<file path="config.mk">
export PLATFORM = sky130hd
export DESIGN_NAME = lpmc_ctrl
export DESIGN_NICKNAME = d
export VERILOG_FILES = /design/src/hw/lpmc_pkg.sv /design/src/hw/lpmc_ctrl.sv
export SDC_FILE = /design/constraint.sdc
export NUM_CORES = 1
export LEC_CHECK = 0
export BUFFER_PORTS_ARGS = -buffer_cell sky130_fd_sc_hd__buf_2
export CORE_ASPECT_RATIO = 1.75
export CORE_MARGIN = 4
export CORE_UTILIZATION = 35
export CTS_BUF_LIST = sky130_fd_sc_hd__clkbuf_4 sky130_fd_sc_hd__clkbuf_8
export CTS_CLUSTER_DIAMETER = 80
export DETAILED_ROUTE_END_ITERATION = 8
export SLEW_MARGIN = 15
export SYNTH_ARGS = -nofsm -noshare
export SYNTH_HDL_FRONTEND = slang
export SYNTH_SLANG_ARGS = --single-unit
</file>
<file path="constraint.sdc">
create_clock -name i_core_clk -period 2.2 [get_ports i_core_clk]
set_input_delay 0.44 -clock i_core_clk [delete_from_list [all_inputs] [get_ports i_core_clk]]
set_output_delay 0.44 -clock i_core_clk [all_outputs]
set_load 0.02 [all_outputs]
</file>
<file path="src/hw/lpmc_pkg.sv">
// low-power mode controller: shared constants, state encoding, state record
// assumes a single 25 MHz core clock and a word-wide register port
package lpmc_pkg;

  // ------------------------------------------------------------
  // register map and field layout
  // ------------------------------------------------------------
  localparam int          ADDR_W          = 8;
  localparam int          CNT_W           = 12;
  localparam logic [7:0]  CTRL_OFS        = 8'h00;
  localparam logic [7:0]  CSTS_OFS        = 8'h04;
  localparam int          CTRL_LP_BIT     = 0;
  localparam int          CTRL_PD_BIT     = 1;
  localparam int          CTRL_WCLR_BIT   = 2;
  localparam int          CTRL_SCLR_BIT   = 3;
  localparam int          CSTS_WFLAG_BIT  = 0;
  localparam int          CSTS_SBFLAG_BIT = 1;
  localparam int          CSTS_WPEN_BIT   = 8;
  localparam logic [31:0] CTRL_RST        = 32'h0000_0000;
  localparam logic [31:0] CSTS_RST        = 32'h0000_0000;

  // ------------------------------------------------------------
  // timing
  // ------------------------------------------------------------
  localparam int CLK_PERIOD_NS    = 40;
  localparam int OSC_STARTUP_NS   = 2000;
  localparam int REG_RECOVERY_NS  = 4000;
  localparam int CHIP_RESET_NS    = 8000;
  localparam int WFLAG_CLR_CYCLES = 2;

  // least time rounds up to whole cycles, never below one
  function automatic int ns_to_cycles(input int ns);
    int c;
    c = (ns + CLK_PERIOD_NS - 1) / CLK_PERIOD_NS;
    return (c < 1) ? 1 : c;
  endfunction

  localparam int OSC_STARTUP_CYC  = ns_to_cycles(OSC_STARTUP_NS);
  localparam int REG_RECOVERY_CYC = ns_to_cycles(REG_RECOVERY_NS);
  localparam int CHIP_RESET_CYC   = ns_to_cycles(CHIP_RESET_NS);

  // ------------------------------------------------------------
  // power states, one-hot
  // ------------------------------------------------------------
  typedef enum logic [6:0] {
    ST_RUN       = 7'h01,
    ST_PEND      = 7'h02,
    ST_SLEEP     = 7'h04,
    ST_STOP      = 7'h08,
    ST_STOP_WAKE = 7'h10,
    ST_STANDBY   = 7'h20,
    ST_RST_HOLD  = 7'h40
  } lpmc_state_t;

  // whole state of the controller
  typedef struct packed {
    lpmc_state_t       state;
    lpmc_state_t       target;
    logic              via_event;
    logic [CNT_W-1:0]  cnt;
    logic              reg_lp;
    logic              reg_pd;
    logic              wpin_en;
    logic              wflag;
    logic              sbflag;
    logic [1:0]        wclr_pipe;
    logic              wake_pin_q;
    logic              core_halt;
    logic              periph_halt;
    logic              reg_low_power;
    logic              domain_off;
    logic              chip_reset;
    logic              take_irq;
    logic              resume_event;
    logic [31:0]       rdata;
    logic              rvalid;
  } lpmc_regs_t;

endpackage

</file>
<file path="src/hw/lpmc_ctrl.sv">
// low-power mode controller: picks sleep, stop or standby on a wait
// instruction, runs wake-up and exit latency, holds the two registers
// assumes the core pulses the wait inputs for one cycle when the
// instruction completes, and all inputs are synchronous to i_core_clk
`timescale 1ns/100ps
`default_nettype none

module lpmc_ctrl #(
  parameter int OSC_CYC = lpmc_pkg::OSC_STARTUP_CYC,
  parameter int REG_CYC = lpmc_pkg::REG_RECOVERY_CYC,
  parameter int RST_CYC = lpmc_pkg::CHIP_RESET_CYC
) (
  input  wire logic                        i_core_clk,
  input  wire logic                        i_rst,
  input  wire logic                        i_wait_for_interrupt_instr,
  input  wire logic                        i_wait_for_event_instr,
  input  wire logic                        i_deep_sleep_request,
  input  wire logic                        i_sleep_on_handler_return,
  input  wire logic                        i_handler_return,
  input  wire logic                        i_irq_pending,
  input  wire logic                        i_wake_event,
  input  wire logic                        i_wake_pin,
  input  wire logic                        i_rtc_event,
  input  wire logic                        i_external_reset_pin_n,
  input  wire logic                        i_independent_watchdog_rst,
  input  wire logic                        i_reg_wr,
  input  wire logic                        i_reg_rd,
  input  wire logic [lpmc_pkg::ADDR_W-1:0] i_reg_addr,
  input  wire logic [31:0]                 i_reg_wdata,
  output logic [31:0]                      o_reg_rdata,
  output logic                             o_reg_rvalid,
  output logic [6:0]                       o_power_state,
  output logic                             o_core_clk_halt,
  output logic                             o_periph_clk_halt,
  output logic                             o_regulator_low_power,
  output logic                             o_domain_power_off,
  output logic                             o_chip_reset,
  output logic                             o_take_interrupt,
  output logic                             o_resume_event
);

  // ------------------------------------------------------------
  // helpers
  // ------------------------------------------------------------
  // target mode from the values sampled at the wait instruction
  function automatic lpmc_pkg::lpmc_state_t pick_mode(
    input logic deep, input logic pd, input logic flag);
    if (!deep) begin
      return lpmc_pkg::ST_SLEEP;
    end else if (!pd) begin
      return lpmc_pkg::ST_STOP;
    end else if (!flag) begin
      return lpmc_pkg::ST_STANDBY;
    end
    return lpmc_pkg::ST_RUN;                     // blocked entry
  endfunction

  // stop exit length, oscillator plus regulator when it was low power
  function automatic logic [lpmc_pkg::CNT_W-1:0] stop_exit_len(
    input logic lp);
    return lp ? lpmc_pkg::CNT_W'(OSC_CYC + REG_CYC)
              : lpmc_pkg::CNT_W'(OSC_CYC);
  endfunction

  lpmc_pkg::lpmc_regs_t r;
  lpmc_pkg::lpmc_regs_t next_r;

  logic wait_cmd;
  logic wr_ctrl;
  logic wr_csts;
  logic wake_match;
  logic standby_wake;
  logic flag_set;

  // ------------------------------------------------------------
  // decode of requests and wake sources
  // ------------------------------------------------------------
  assign wait_cmd     = i_wait_for_interrupt_instr | i_wait_for_event_instr;
  assign wr_ctrl      = i_reg_wr && (i_reg_addr == lpmc_pkg::CTRL_OFS);
  assign wr_csts      = i_reg_wr && (i_reg_addr == lpmc_pkg::CSTS_OFS);
  // wfi wakes on any interrupt, wfe only on an event
  assign wake_match   = r.via_event ? i_wake_event : i_irq_pending;
  // rising edge of the pin only counts when it is a wake pin
  assign standby_wake = (r.wpin_en & i_wake_pin & ~r.wake_pin_q)
                      | i_rtc_event | ~i_external_reset_pin_n
                      | i_independent_watchdog_rst;
  // pin high level while enabled, or an rtc wake, raise the flag
  assign flag_set     = (r.wpin_en & i_wake_pin) | i_rtc_event;

  // ------------------------------------------------------------
  // next-state logic
  // ------------------------------------------------------------
  always_comb begin
    lpmc_pkg::lpmc_state_t tgt;
    tgt = pick_mode(i_deep_sleep_request, r.reg_pd, r.wflag);
    next_r              = r;
    next_r.wake_pin_q   = i_wake_pin;
    next_r.take_irq     = 1'b0;
    next_r.resume_event = 1'b0;
    next_r.rvalid       = i_reg_rd;

    // register writes; clear strobes read back as zero
    if (wr_ctrl) begin
      next_r.reg_lp = i_reg_wdata[lpmc_pkg::CTRL_LP_BIT];
      next_r.reg_pd = i_reg_wdata[lpmc_pkg::CTRL_PD_BIT];
    end
    if (wr_csts) begin
      next_r.wpin_en = i_reg_wdata[lpmc_pkg::CSTS_WPEN_BIT];
    end

    // flag clear lands two cycles after the write; a set wins
    next_r.wclr_pipe = {r.wclr_pipe[0],
                        wr_ctrl & i_reg_wdata[lpmc_pkg::CTRL_WCLR_BIT]};
    next_r.wflag = flag_set | (r.wflag & ~r.wclr_pipe[1]);

    // standby flag cleared by the clear bit, entry below wins
    if (wr_ctrl && i_reg_wdata[lpmc_pkg::CTRL_SCLR_BIT]) begin
      next_r.sbflag = 1'b0;
    end

    // power sequencing
    case (r.state)
      lpmc_pkg::ST_RUN: begin
        if (wait_cmd) begin
          next_r.via_event = ~i_wait_for_interrupt_instr;
          if (i_sleep_on_handler_return) begin
            next_r.target = tgt;
            next_r.state  = lpmc_pkg::ST_PEND;
          end else begin
            next_r.state = tgt;
          end
        end
      end
      lpmc_pkg::ST_PEND: begin
        // let the handler finish, then drop straight
        if (i_handler_return) begin
          next_r.state = r.target;
        end
      end
      lpmc_pkg::ST_SLEEP: begin
        // no added latency on the way out
        if (wake_match) begin
          next_r.state        = lpmc_pkg::ST_RUN;
          next_r.take_irq     = ~r.via_event;
          next_r.resume_event = r.via_event;
        end
      end
      lpmc_pkg::ST_STOP: begin
        if (wake_match) begin
          next_r.state = lpmc_pkg::ST_STOP_WAKE;
          next_r.cnt   = stop_exit_len(r.reg_lp) - 1'b1;
        end
      end
      lpmc_pkg::ST_STOP_WAKE: begin
        if (r.cnt == '0) begin
          next_r.state        = lpmc_pkg::ST_RUN;
          next_r.take_irq     = ~r.via_event;
          next_r.resume_event = r.via_event;
        end else begin
          next_r.cnt = r.cnt - 1'b1;
        end
      end
      lpmc_pkg::ST_STANDBY: begin
        if (standby_wake) begin
          next_r.state = lpmc_pkg::ST_RST_HOLD;
          next_r.cnt   = lpmc_pkg::CNT_W'(RST_CYC - 1);
        end
      end
      lpmc_pkg::ST_RST_HOLD: begin
        // control bits cleared by the standby exit reset
        next_r.reg_lp = 1'b0;
        next_r.reg_pd = 1'b0;
        if (r.cnt == '0) begin
          next_r.state = lpmc_pkg::ST_RUN;       // restart from reset
        end else begin
          next_r.cnt = r.cnt - 1'b1;
        end
      end
      default: begin
        next_r.state = lpmc_pkg::ST_RUN;
      end
    endcase

    if (next_r.state == lpmc_pkg::ST_STANDBY) begin
      next_r.sbflag = 1'b1;
    end

    // outputs follow the next state so they line up with r.state
    next_r.core_halt   = next_r.state inside {lpmc_pkg::ST_SLEEP,
                         lpmc_pkg::ST_STOP, lpmc_pkg::ST_STOP_WAKE,
                         lpmc_pkg::ST_STANDBY};
    next_r.periph_halt = next_r.state inside {lpmc_pkg::ST_STOP,
                         lpmc_pkg::ST_STOP_WAKE,
                         lpmc_pkg::ST_STANDBY};
    next_r.reg_low_power = (next_r.state == lpmc_pkg::ST_STOP)
                         & next_r.reg_lp;
    next_r.domain_off  = next_r.state == lpmc_pkg::ST_STANDBY;
    next_r.chip_reset  = next_r.state == lpmc_pkg::ST_RST_HOLD;

    // read answer one cycle after the strobe; unmapped reads zero
    next_r.rdata = 32'h0000_0000;
    if (i_reg_rd && i_reg_addr == lpmc_pkg::CTRL_OFS) begin
      next_r.rdata[lpmc_pkg::CTRL_LP_BIT] = r.reg_lp;
      next_r.rdata[lpmc_pkg::CTRL_PD_BIT] = r.reg_pd;
    end else if (i_reg_rd && i_reg_addr == lpmc_pkg::CSTS_OFS) begin
      next_r.rdata[lpmc_pkg::CSTS_WFLAG_BIT]  = r.wflag;
      next_r.rdata[lpmc_pkg::CSTS_SBFLAG_BIT] = r.sbflag;
      next_r.rdata[lpmc_pkg::CSTS_WPEN_BIT]   = r.wpin_en;
    end
  end

  // ------------------------------------------------------------
  // state register
  // ------------------------------------------------------------
  always_ff @(posedge i_core_clk) begin
    if (i_rst) begin
      r        <= '0;
      r.state  <= lpmc_pkg::ST_RUN;
      r.target <= lpmc_pkg::ST_RUN;
      r.reg_lp <= lpmc_pkg::CTRL_RST[lpmc_pkg::CTRL_LP_BIT];
      r.reg_pd <= lpmc_pkg::CTRL_RST[lpmc_pkg::CTRL_PD_BIT];
      r.sbflag <= lpmc_pkg::CSTS_RST[lpmc_pkg::CSTS_SBFLAG_BIT];
    end else begin
      r <= next_r;
    end
  end

  // outputs straight from the flops
  assign o_reg_rdata           = r.rdata;
  assign o_reg_rvalid          = r.rvalid;
  assign o_power_state         = r.state;
  assign o_core_clk_halt       = r.core_halt;
  assign o_periph_clk_halt     = r.periph_halt;
  assign o_regulator_low_power = r.reg_low_power;
  assign o_domain_power_off    = r.domain_off;
  assign o_chip_reset          = r.chip_reset;
  assign o_take_interrupt      = r.take_irq;
  assign o_resume_event        = r.resume_event;

  logic [lpmc_pkg::CNT_W-1:0] wake_len;
  always_ff @(posedge i_core_clk) begin
    if (r.state != lpmc_pkg::ST_STOP_WAKE) begin
      wake_len <= '0;
    end else begin
      wake_len <= wake_len + 1'b1;
    end
  end
endmodule

`default_nettype wire

</file>
== Word-level counts from Yosys, hierarchy flattened ==
Index checks and enable logic that the tools add are counted.

* Bits in registers: 75
* Bits of input ports: 55
* Word-level logic and storage cells: 105
* Output and inout bits: 47

* Bitwise logic cells: 17
* Add/subtract/negate cells: 2
* Equality and inequality tests: 16
* Reduce and logical (&&, ||, !) cells: 17
* Mux-type cells: 31

{| class="wikitable"
|+ Operator list
! operator !! number
|-
| 2-to-1 mux 7 bit || 11
|-
| one-hot mux 7 bit (6 select lines) || 1
|-
| 2-to-1 mux 12 bit || 3
|-
| one-hot mux 12 bit (3 select lines) || 1
|-
| 2-to-1 mux 15 bit || 1
|-
| equality test 7 x 3 -> 1 bit (second input constant) || 2
|-
| equality test 7 x 4 -> 1 bit (second input constant) || 2
|-
| equality test 7 x 5 -> 1 bit (second input constant) || 2
|-
| equality test 7 x 6 -> 1 bit (second input constant) || 2
|-
| equality test 7 bit (second input constant) || 2
|-
| logical NOT 12 bit || 1
|-
| 2-to-1 mux 2 bit || 6
|-
| subtractor 12 x 1 -> 12 bit (second input constant) || 1
|-
| subtractor 8 x 1 -> 9 bit (second input constant) || 1
|-
| equality test 8 x 3 -> 1 bit (second input constant) || 1
|-
| logical NOT 8 bit || 1
|-
| 2-to-1 mux 8 bit || 1
|-
| equality test 7 x 1 -> 1 bit (second input constant) || 1
|-
| equality test 7 x 2 -> 1 bit (second input constant) || 1
|-
| 2-to-1 mux 1 bit || 6
|-
| inequality test 2 bit (second input constant) || 3
|-
| NOT 1 bit || 6
|-
| bitwise OR 1 bit || 6
|-
| nonzero test 3 bit || 2
|-
| other kinds (10) || 19
|}

== Logic depth before layout (Yosys ltp) ==
Gate-level depths: netlist (run 1).

* Depth in word-level cells: 9
* Mapped depth: 9
* Mapped depth without buffers: 8

== Worst setup path after synthesis (run 1) ==
Ideal clock, no wire load.

* Kind: flip-flop to flip-flop
* From: reg r, in the netlist o_power_state[2]
* To: reg r, in the netlist o_regulator_low_power
* Setup slack: 0.074 ns
* Library setup time: 0.115 ns
* Data required time: 2.085 ns
* Arrival time: 2.011 ns
* Cell stages (with the launch flop): 9
* Clock period less this slack: 2.126 ns
* Path buffers: 2
* Path through: dfxtp_1 > buf_6 > or4_4 > or3_1 > buf_6 > o211ai_2 > a21oi_2 > and3_1 > and3_1

* Longest elaborated chain between the ends: 5
* Elaborated cells on any way between the ends: 18
* Those cells by class: 8 x eq/ne; 8 x mux; 1 x bitwise; 1 x reduce/logical

{| class="wikitable"
|+ RTL lines
! item !! line !! source
|-
| start: declaration || lpmc_ctrl.sv:65 || <nowiki>lpmc_pkg::lpmc_regs_t r;</nowiki>
|-
| start signal: assignment || lpmc_ctrl.sv:224 || <nowiki>r <= next_r;</nowiki>
|-
| equality test 7 bit or equality test 7 x 5 -> 1 bit (tied branches) || lpmc_ctrl.sv:122 || <nowiki>case (r.state)</nowiki>
|-
| OR reduction 2 bit (no line) || -- ||
|-
| one-hot mux 7 bit (6 select lines) || lpmc_ctrl.sv:122 ||
|-
| equality test 7 x 4 -> 1 bit || lpmc_ctrl.sv:195 || <nowiki>next_r.reg_low_power = (next_r.state == lpmc_pkg::ST_STOP)</nowiki>
|-
| bitwise AND 1 bit (*) || lpmc_ctrl.sv:196 || <nowiki>& next_r.reg_lp;</nowiki>
|}

Every way passes the cells marked *; elsewhere a longest branch is shown, timed or not.
A chain may end at the register's enable or synchronous reset.

== Final worst setup path (run 1) ==
* From: reg r[49] in the netlist's numbering
* To: reg r, in the netlist o_periph_clk_halt

* Longest elaborated chain between the ends: 5
* Elaborated cells on any way between the ends: 7
* Those cells by class: 3 x eq/ne; 2 x mux; 2 x reduce/logical

{| class="wikitable"
|+ RTL lines
! item !! line !! source
|-
| logical NOT 12 bit (*) || lpmc_ctrl.sv:155, lpmc_ctrl.sv:173 ||
|-
| 2-to-1 mux 7 bit (*) || lpmc_ctrl.sv:155, lpmc_ctrl.sv:173 ||
|-
| one-hot mux 7 bit (6 select lines) (*) || lpmc_ctrl.sv:122 ||
|-
| equality test 7 x 4 -> 1 bit, or another cell as far along || lpmc_ctrl.sv:192 || <nowiki>next_r.periph_halt = next_r.state inside {lpmc_pkg::ST_STOP,</nowiki>
|-
| nonzero test 3 bit (*) || lpmc_ctrl.sv:192 ||
|}

Marked as above.

==> run metrics, run 1 <==
Worst Tran Pin Value=481.8 ps; endpoint type of the worst setup path=register; ys async rst share=0; Hold WS=346.0 ps; CP max stage delay=330 ps; combinational family with the most area after synthesis=simple AND/OR/NAND/NOR gates; CTS tree=yes; WL final=6955 um; Pwr Total=1820 uW; Syn Area/Cell=8.584 um2; Leak Pwr=0.001408 uW; Max Cap Viol=0; most used cell, CP=buf_4; largest net degree at the start of global routing=17; synthesized area=2592 um2; status=complete, no violations; highest clock rate=461.7 MHz; hold_buf cts=0; hold depth=2; core box area=7233 um2; XOR/XNOR share of the synthesized area=0.02027; Detailed Routing Iterations Pass 1=4; Layout Utilization=0.4570; arrival time at the worst endpoint=2400 ps; HP Class=input port to register; DP HPWL=5498 um; Root Driver=clkbuf_8; Inserted Clock Buffers=5; DRC violations left=0; setup tns final=0 ps; Slew headroom=0.6743; Overall Global Routing Usage=0.1594; Critical R2R Capture=o_periph_clk_halt$_SDFF_PP0_; grt ovf=0; RSZ-0062 raised after global routing=yes; Post-synth EDFFs=0; hold_sp=i_wait_for_interrupt_instr; clock latency on the worst-skew pair=310 ps; Final Hold Vio Count=0; Starting Density=0.3584; simple-gate share of the synthesized area=0.2688; row count=41; Buf+Inv Stages, Crit Path=3; Clock Tree Buf Depth=2; post-synthesis mux area share=0.03523; reg2reg start=r[49]$_SDFFE_PP0P_; gpl congestion=0.9031; fin crit period=2166 ps; # nets final=446; CP required=2440 ps; cell family with most CP delay=simple AND/OR/NAND/NOR gates; clock transition at the registers of the reported paths=100 ps; FF+latch count, synth=43; placed instance area=3070 um2; slowest stage cell, crit path=dfxtp_2; Area Growth Syn to Fin=27.51%; Post-Synth Adder-Cell Area=0.004826; port buffer count=45; yosys warns=0; R2R Setup Slk=30 ps; sequential area share after synthesis=0.3320; Total Die Area=8902 um2; vias per cell=5.027; height of the die=121.9 um; crit-path cells=inv_1, ha_2, nor3b_2, and4b_2, buf_4, nor2_4, a22oi_2, nand4b_1, buf_4, nor3_2; DR WL/cell=14.58 um; Synth Area in Compound Gates=0.1757; period utilization=0.9844; H-tree depth=2; crit start category=register; routed vias=2398; # diodes=0; # IOs=102; initial detailed-routing violation count=92; Final Skew=12.35 ps; initial antenna violation count=0; Die X=73.06 um; final instance area=3306 um2; Min-Delay Endpoint=r[60]$_SDFFE_PP0P_; top_reg_cell synth=dfxtp_1; cell area power density=550.7 nW/um2; CTS sink count=43; DRT antenna net count=0; first-pass GRT wire length=10810 um; VDD IR-drop max=0.0002906 V; via count of the first global-routing pass=2304; layout cells sized above 1=0.4015; reg2reg path depth=10; Crit Path Max Fanout=3; final setup vio count=0; cell count after synthesis=302; Synth cell types=67; Slew Limit Fails=0; CP Class=register to register
-- flip-flops by register name (all words and copies together), names as in the netlist --
signal                 cells
next_r                     1
o_chip_reset               1
o_core_clk_halt            1
o_domain_power_off         1
o_periph_clk_halt          1
o_power_state              7
o_reg_rdata                3
o_reg_rvalid               1
o_regulator_low_power      1
o_resume_event             1
o_take_interrupt           1
r                         24
-- synth_stat cells (all sizes together), types with 3 or more instances --
library cell / number / area share
buf: 51 / 0.15
dfxtp: 43 / 0.33
nor2: 30 / 0.046
a21oi: 21 / 0.042
o21ai: 17 / 0.033
nor2b: 10 / 0.024
nor3: 10 / 0.024
a211oi: 8 / 0.025
mux2i: 8 / 0.031
nand2: 8 / 0.012
and3: 7 / 0.017
inv: 7 / 0.010
nand3: 7 / 0.014
nor3b: 7 / 0.020
nor4: 7 / 0.022
nand2b: 5 / 0.012
and2: 4 / 0.011
clkbuf: 4 / 0.0058
xnor2: 4 / 0.014
nand4b: 3 / 0.010
or3: 3 / 0.0072
or4: 3 / 0.012
-- final cells by class --
class | count | area (um2)
clock buffer | 5 | 68.82
clock inverter | 3 | 23.77
fill | 726 | 3928
inverter | 7 | 26.28
multi-input combinational | 225 | 1501
sequential | 43 | 867.1
tap | 86 | 107.6
timing repair buffer | 108 | 710.7
-- through the flow --
| step | instances | setup WS, ps |
|---|---|---|
| 2_1_floorplan | 330 | 73.92 |
| 3_3_place_gp | 462 | -73.96 |
| 3_5_place_dp | 462 | -58.81 |
| 4_1_cts | 471 | -42.11 |
| 5_1_grt | 477 | -35.16 |
| 6_report | 477 | 34.21 |
-- placed cells by master (no fill, tap or decap), types with 7 or more instances in the layout --
| cell | n |
|---|---|
| buf_2 | 45 |
| o21ai_0 | 8 |
| dfxtp_1 | 38 |
| nand3_1 | 7 |
| o21ai_1 | 9 |
| mux2i_1 | 8 |
| a211oi_1 | 7 |
| nor2b_1 | 10 |
| nand2_1 | 8 |
| inv_1 | 7 |
| a21oi_1 | 19 |
| conb_1 | 29 |
| buf_4 | 62 |
| nor2_1 | 27 |
-- where the power goes --
group | switching (uW) | total [uW] | internal (uW) | leakage, uW
Sequential | 25.8 | 829 | 803 | 0.000350
Combinational | 236 | 450 | 214 | 0.00102
Clock | 314 | 542 | 227 | 0.0000408
-- worst reg2reg max path, stage by stage (launching register included) --
cell and delay (ps):
dfxtp_2 330, inv_1 70, ha_2 170, nor3b_2 260, and4b_2 320, buf_4 150, nor2_4 40, a22oi_2 240
nand4b_1 200, buf_4 200, nor3_2 130
-- per-layer routing --
metal | vias to the layer above | GRT usage | wire, um
met4 | 0 | 0.09815 | 318
li1 | 1185 | - | -
met5 | - | 0 | 0
met2 | 65 | 0.3055 | 3989
met3 | 16 | 0.02477 | 280
met1 | 1132 | 0.1499 | 2366
-- worst max path at each step --
stage / from / endpoint / slack (ps) / cells past startpoint
5_1_grt: r[49]$_SDFFE_PP0P_ / r[43]$_SDFFE_PP0P_ / -40 / 10
4_1_cts: r[48]$_SDFFE_PP0P_ / r[43]$_SDFFE_PP0P_ / -40 / 10
3_5_place_dp: i_reg_addr[5] / o_regulator_low_power$_SDFF_PP0_ / -60 / 8
2_1_floorplan: o_power_state[2]$_SDFF_PP0_ / o_regulator_low_power$_SDFF_PP0_ / 70 / 8
6_report: r[49]$_SDFFE_PP0P_ / o_periph_clk_halt$_SDFF_PP0_ / 30 / 10
3_3_place_gp: i_reg_addr[5] / o_regulator_low_power$_SDFF_PP0_ / -70 / 8
-- logic make-up after synthesis --
group | Yosys count
xor+xnor | 6
buf+inv | 62
simple gates | 114
compound gates | 66
flops | 43
fa+ha+maj | 1
other cells | 1
mux | 9
-- timing repair --
item / 4_1_cts / 5_1_grt
pin swaps: 1 / 10
resized for setup: 5 / 22
cloned: 0 / 0
endpoints found under the setup margin: 4 / 12
setup buffers: 1 / 7
No activity file was read; power rests on OpenSTA's default activity.
==> inputs of run 2 (changes only) <==
==> constraint.sdc (replaced) <==
create_clock -name i_core_clk -period 2.2 [get_ports i_core_clk]
set_input_delay 0.11 -clock i_core_clk [delete_from_list [all_inputs] [get_ports i_core_clk]]
set_output_delay 0.11 -clock i_core_clk [all_outputs]
set_load 0.02 [all_outputs]
==> run 2 against run 1 <==
  * First-iteration DRC count up 14%
  * Setup slack gained 46 ps
  * Clock skew up 1.1 ps
  * Largest power group unchanged
  * Clock-buffer cell count is the same
  * Sequential share of layout area is 0.61 points higher
  * Critical path type unchanged
  * Highest routed layer unchanged
==> run metrics, run 2 (synthesized netlist as in run 1, its figures left out) <==
Detailed Routing Iterations Pass 1=4 (unchanged); Fillers=757 (+4.3%); Area Growth Syn to Fin=24.42%; hold_buf cts=0 (unchanged); height of the die=121.9 um (unchanged); DP HPWL=5401 um (-1.8%); Hold WS=13.10 ps (-332.9 ps); Pwr Total=1754 uW (-3.6%); initial antenna violation count=0 (unchanged); row count=41 (unchanged); clock transition at the registers of the reported paths=80 ps (-20 ps); final setup vio count=0 (unchanged); Clock Tree Buf Depth=2 (unchanged); area of the multi-input gates=1505 um2 (+0.25%); status=complete, no violations; CP max stage delay=580 ps (+250 ps); gpl congestion=0.8689 (-3.8%); cell area power density=543.8 nW/um2 (-1.2%); Leak Pwr=0.001374 uW (-2.4%); Total Die Area=8902 um2 (unchanged); R2R Setup Slk=80 ps (+50 ps); # IOs=102 (unchanged); vias per cell=4.985 (-0.84%); largest net degree at the start of global routing=17 (unchanged); Max Cap Viol=0 (unchanged); Top reg by flops=r; Overall Global Routing Usage=0.1550 (-0.004460); layout cells sized above 1=0.3806 (-0.02096); CTS sink count=43 (unchanged); Critical R2R Capture=r[51]$_SDFFE_PP0P_; slowest stage cell, crit path=or4_4; Final Skew=13.48 ps (+1.138 ps); first-pass GRT wire length=10560 um (-2.2%); Final Hold Vio Count=0 (unchanged); WL final=6788 um (-2.4%); Crit Path Max Fanout=9 (+6); CP required=2450 ps (about the same); hold_sp=i_wait_for_interrupt_instr; final std cells w/o fill=467 (-2.1%); # diodes=0 (unchanged); max reg flops=24 (unchanged); CTS tree=yes; Starting Density=0.3584 (unchanged); Inserted Clock Buffers=5 (unchanged); clock latency on the worst-skew pair=310 ps (about the same); # nets final=437 (-2.0%); Min-Delay Endpoint=r[60]$_SDFFE_PP0P_; initial detailed-routing violation count=105 (+14%); via count of the first global-routing pass=2289 (-0.65%); Inst Count DP=453 (-1.9%); fin crit period=2120 ps (-45.80 ps); reg2reg path depth=5 (-5); Layout Utilization=0.4459 (-0.01107); arrival time at the worst endpoint=2370 ps (-30 ps); highest clock rate=471.7 MHz (+2.2%); reg2reg start=o_power_state[2]$_SDFF_PP0_; grt ovf=0 (unchanged); Sequential Area=865.8 um2 (-0.14%); Buf+Inv Stages, Crit Path=1 (-2); DRC violations left=0 (unchanged); cell family with most CP delay=simple AND/OR/NAND/NOR gates; port buffer count=45 (unchanged); HP Class=input port to register; period utilization=0.9636 (-0.02082); routed vias=2328 (-2.9%); most frequent cells in the layout=buf_4, buf_2, dfxtp_1; Root Driver=clkbuf_8; DR WL/cell=14.54 um (-0.31%); critical path depth=5 (-5); hold depth=2 (unchanged); DRT antenna net count=0 (unchanged); Die X=73.06 um (unchanged); H-tree depth=2 (unchanged); crit-path cells=or4_4, or3_4, buf_4, or3_1, a21oi_1; VDD IR-drop max=0.0002114 V (-27%); endpoint type of the worst setup path=register; most common cell after layout, fill and taps aside=buf_4; CP Class=register to register; Slew Limit Fails=0 (unchanged); crit start category=register; core box area=7233 um2 (unchanged)
==> run 2: cell count changes in the layout (fill, tap and decap cells not counted), sizes merged <==
cell / previous run / this run
clkinv: 0 / 2
inv: 8 / 7
buf: 108 / 99
clkinvlp: 2 / 0
==> run 2: worst max path at each step <==
stage,start,end,slack [ps]
after floorplan,o_power_state[2]$_SDFF_PP0_,o_regulator_low_power$_SDFF_PP0_,70
after global placement,r[49]$_SDFFE_PP0P_,r[43]$_SDFFE_PP0P_,9
after detailed placement,r[49]$_SDFFE_PP0P_,r[43]$_SDFFE_PP0P_,7
after CTS,o_power_state[2]$_SDFF_PP0_,r[49]$_SDFFE_PP0P_,20
after global routing,o_power_state[2]$_SDFF_PP0_,r[59]$_SDFFE_PP0P_,-10
final,o_power_state[2]$_SDFF_PP0_,r[51]$_SDFFE_PP0P_,80
==> run 2: routing by layer <==
layer  track usage  vias up  wire, um
met5             0        -         0
met4       0.08083        0       189
met3       0.02395       15       327
met2        0.3089       55      3900
met1        0.1414     1096      2371
li1              -     1162         -
==> run 2: stage by stage <==
stage	cell area (um2)	setup WS (ps)	TNS (ps)
after floorplan	2698	73.92	0
after global placement	2990	8.648	0
after detailed placement	2990	6.982	0
after CTS	3087	15.66	0
after global routing	3226	-11.03	-46.03
final	3226	80.01	0
==> run 2: cell type report <==
class                           instances  share of cell area
Clock buffer                            5             0.02133
Tap cell                               86             0.03336
Inverter                                7            0.008146
Sequential cell                        43              0.2684
Clock inverter                          2            0.004267
Multi-Input combinational cell        225              0.4666
Timing Repair Buffer                   99              0.1978
==> run 2: timing repair <==
item                                    in CTS  in global routing
endpoints found under the hold margin        0                  0
gates resized for setup                      3                 25
endpoints found under the setup margin       2                 18
pin swaps                                    2                  9
gates cloned                                 0                  0
buffers inserted                             1                  7
==> run 2: where the power goes <==
part	switching (uW)	leakage (uW)	internal, uW
Sequential	23.5	0.000351	802
Clock	280	0.0000440	217
Combinational	230	0.000980	201
Total	534	0.00137	1220
==> run 2: worst reg2reg max path, stage by stage, from the launching register on <==
cell	delay, ps
dfxtp_1	360
or4_4	580
or3_4	420
buf_4	180
or3_1	380
a21oi_1	140
==> inputs of run 3 (changes only) <==
--- a/config.mk
+++ b/config.mk
@@ -5,6 +5,7 @@
 export SDC_FILE = /design/constraint.sdc
 export NUM_CORES = 1
 export LEC_CHECK = 0
+export ABC_AREA = 1
 export BUFFER_PORTS_ARGS = -buffer_cell sky130_fd_sc_hd__buf_2
 export CORE_ASPECT_RATIO = 1.75
 export CORE_MARGIN = 4
==> run 3 against run 2 <==
  * Sequential cell count stayed put
  * Synthesized cell count increased by 29%
  * Clock-buffer cell count unchanged
  * Sequential share of layout area is 2.2 points higher
  * Global-route usage shrank 0.70 points
==> run metrics, run 3 <==
core box area=7620 um2 (+5.3%); Fillers=844 (+11%); # nets final=486 (+11%); first-pass GRT wire length=10800 um (+2.2%); final setup vio count=0 (unchanged); routed vias=2448 (+5.2%); hold depth=3 (+1); synthesized area=2744 um2 (+5.8%); slowest stage cell, crit path=dfxtp_1; Worst Tran Pin Value=689.1 ps; CP max stage delay=380 ps (-200 ps); Commonest cells post-synth=nand2_1, nor2_1, inv_1; post-synth top area share=0.3137 (-0.01832); grt ovf=0 (unchanged); Crit Path Max Fanout=12 (+3); gpl congestion=0.8802 (+1.3%); ys async rst share=0 (unchanged); highest clock rate=517.5 MHz (+9.7%); vias per cell=4.717 (-5.4%); initial detailed-routing violation count=145 (+38%); hold_sp=i_reg_wdata[2]; Worst Setup SP=r[48]$_SDFFE_PP0P_; Clock Tree Buf Depth=2 (unchanged); port buffer count=45 (unchanged); Post-synth EDFFs=0 (unchanged); R2R Setup Slk=270 ps (+190 ps); most common cell after layout, fill and taps aside=nand2_1; Root Driver=clkbuf_8; Final Hold Vio Count=0 (unchanged); Detailed Routing Iterations Pass 1=4 (unchanged); arrival time at the worst endpoint=2130 ps (-240 ps); Final Skew=10.13 ps (-3.350 ps); Critical R2R Capture=r[56]$_SDFFE_PP0P_; crit start category=register; Resize count post-CTS=0 (-3); CTS tree=yes; sequential area share after synthesis=0.3137 (-0.01832); largest area contributor in the netlist=dfxtp_1; clock transition at the registers of the reported paths=90 ps (about the same); # diodes=0 (unchanged); Layout Utilization=0.3892 (-0.05678); setup tns final=0 ps (unchanged); fin crit period=1933 ps (-187.5 ps); HP Class=input port to register; CTS sink count=43 (unchanged); clock latency on the worst-skew pair=300 ps (about the same); top-count cell post-synth=nand2_1; DRC violations left=0 (unchanged); VDD IR-drop max=0.0002212 V (+4.6%); cell family with most CP delay=simple AND/OR/NAND/NOR gates; Synth cell types=43 (-36%); yosys warns=0 (unchanged); RSZ-0062 raised after global routing=no; via count of the first global-routing pass=2404 (+5.0%); Slew Limit Fails=0 (unchanged); reg2reg start=r[48]$_SDFFE_PP0P_; most used cell, CP=nand2_1; endpoint type of the worst setup path=register; # IOs=102 (unchanged); Min-Delay Endpoint=next_r[42]$_SDFF_PP0_; Slew headroom=0.5401; Die X=74.93 um (+2.6%); post-CTS setup buffers=0 (-1); Max Cap Viol=0 (unchanged); Starting Density=0.3601 (+0.001683); crit-path cells=inv_1, ha_1, nand2_1, nor2_1, nand2_1, nor2_2, nor2_2, nand2_4, inv_4, nand2_1, xor2_1, nor2_1; cell area power density=594.4 nW/um2 (+9.3%); status=complete, no violations; hold_buf cts=0 (unchanged); Leak Pwr=0.001422 uW (+3.4%); reg2reg path depth=12 (+7); Syn Area/Cell=7.018 um2 (-18%); H-tree depth=2 (unchanged); CP required=2400 ps (-50 ps); Top reg by flops=r; Inserted Clock Buffers=5 (unchanged); height of the die=125.1 um (+2.7%); cell count after synthesis=391 (+29%); DR WL/cell=12.68 um (-13%); CP Class=register to register; Buf+Inv Stages, Crit Path=2 (+1); initial antenna violation count=0 (unchanged); row count=42 (+2.4%); max reg flops=24 (unchanged); period utilization=0.8784 (-0.08521); most frequent cells in the layout=nand2_1, nor2_1, inv_1, buf_2, dfxtp_1; Overall Global Routing Usage=0.1479 (-0.007015); WL final=6583 um (-3.0%); Area Growth Syn to Fin=8.071%; Pwr Total=1763 uW (+0.48%); DRT antenna net count=0 (unchanged); layout cells sized above 1=0.2483 (-0.1323); largest net degree at the start of global routing=20 (+3); DP HPWL=5389 um (-0.23%); FF+latch count, synth=43 (unchanged); top_reg_cell synth=dfxtp_1; Total Die Area=9376 um2 (+5.3%); Synth area leaders=dfxtp_1, buf_4, nand2_1, nor2_1, inv_1
run 3: changes by cell type after synthesis, sizes merged, moves of 7 or more:
cell,delta
nand2,+71
inv,+42
nor2,+41
nand3,+14
nor2b,-10
buf,-9
mux2i,-8
a211oi,-7
and3,-7
o21ai,+7
run 3: cell families (layout without fill, tap and decap cells):
kind of cell               count (synthesis)  in the layout  share of synthesized area
xor gates and xnor gates                   5              5                    0.01596
other                                      1             29                   0.001367
adders and majority gates                  1              1                   0.004559
and+or+nand+nor                          192            192                     0.3411
buffers and inverters                     93            105                     0.1902
DFF                                       43             43                     0.3137
AOI/OAI and AO/OA                         56             56                     0.1332
run 3: worst register-to-register path, cell delays in order (launching register included):
cell and delay [ps]:
dfxtp_1 380, inv_1 60, ha_1 220, nand2_1 130
nor2_1 70, nand2_1 150, nor2_2 80, nor2_2 180
nand2_4 130, inv_4 180, nand2_1 90, xor2_1 140
nor2_1 50
run 3: worst max path at each step:
stage                              end  slack, ps  cells after the start
finish              r[56]$_SDFFE_PP0P_        270                     12
global route        r[56]$_SDFFE_PP0P_         90                     11
global placement    r[56]$_SDFFE_PP0P_        290                     13
floorplan           r[53]$_SDFFE_PP0P_        590                     12
detailed placement  r[56]$_SDFFE_PP0P_        290                     13
CTS                 r[56]$_SDFFE_PP0P_        260                     13
run 3: metal layers:
| metal | vias up | share of wire | global-route usage |
|---|---|---|---|
| met4 | 0 | 0.039 | 0.08281 |
| met3 | 21 | 0.044 | 0.02490 |
| li1 | 1253 | - | - |
| met5 | - | 0 | 0 |
| met2 | 65 | 0.57 | 0.2780 |
| met1 | 1109 | 0.35 | 0.1418 |
run 3: through the flow:
step	hold WS (ps)	cells	cell area, um2	worst slack (ps)
6_report	30.53	519	2965	267.5
3_5_place_dp	346.4	511	2872	288.9
5_1_grt	36.50	519	2965	88.97
2_1_floorplan	199.4	419	2849	589.9
3_3_place_gp	346.7	511	2872	292.1
4_1_cts	18.88	519	2965	263.1
run 3: cell type report:
class | count | area, um2 | share of cell area
multi-input cells | 283 | 1466 | 0.4945
flip-flops and latches | 43 | 860.8 | 0.2903
repair buffers | 48 | 247.7 | 0.08354
inverters | 49 | 186.4 | 0.06287
well taps | 88 | 110.1 | 0.03713
clock buffers | 5 | 68.82 | 0.02321
clock inverters | 3 | 25.02 | 0.008439
run 3: power breakdown:
group	leakage, uW	total, uW	switching, uW	internal, uW
sequential	0.000349	838	29.3	808
clock	0.0000443	523	296	227
combinational	0.00103	402	279	122
total	0.00142	1760	605	1160
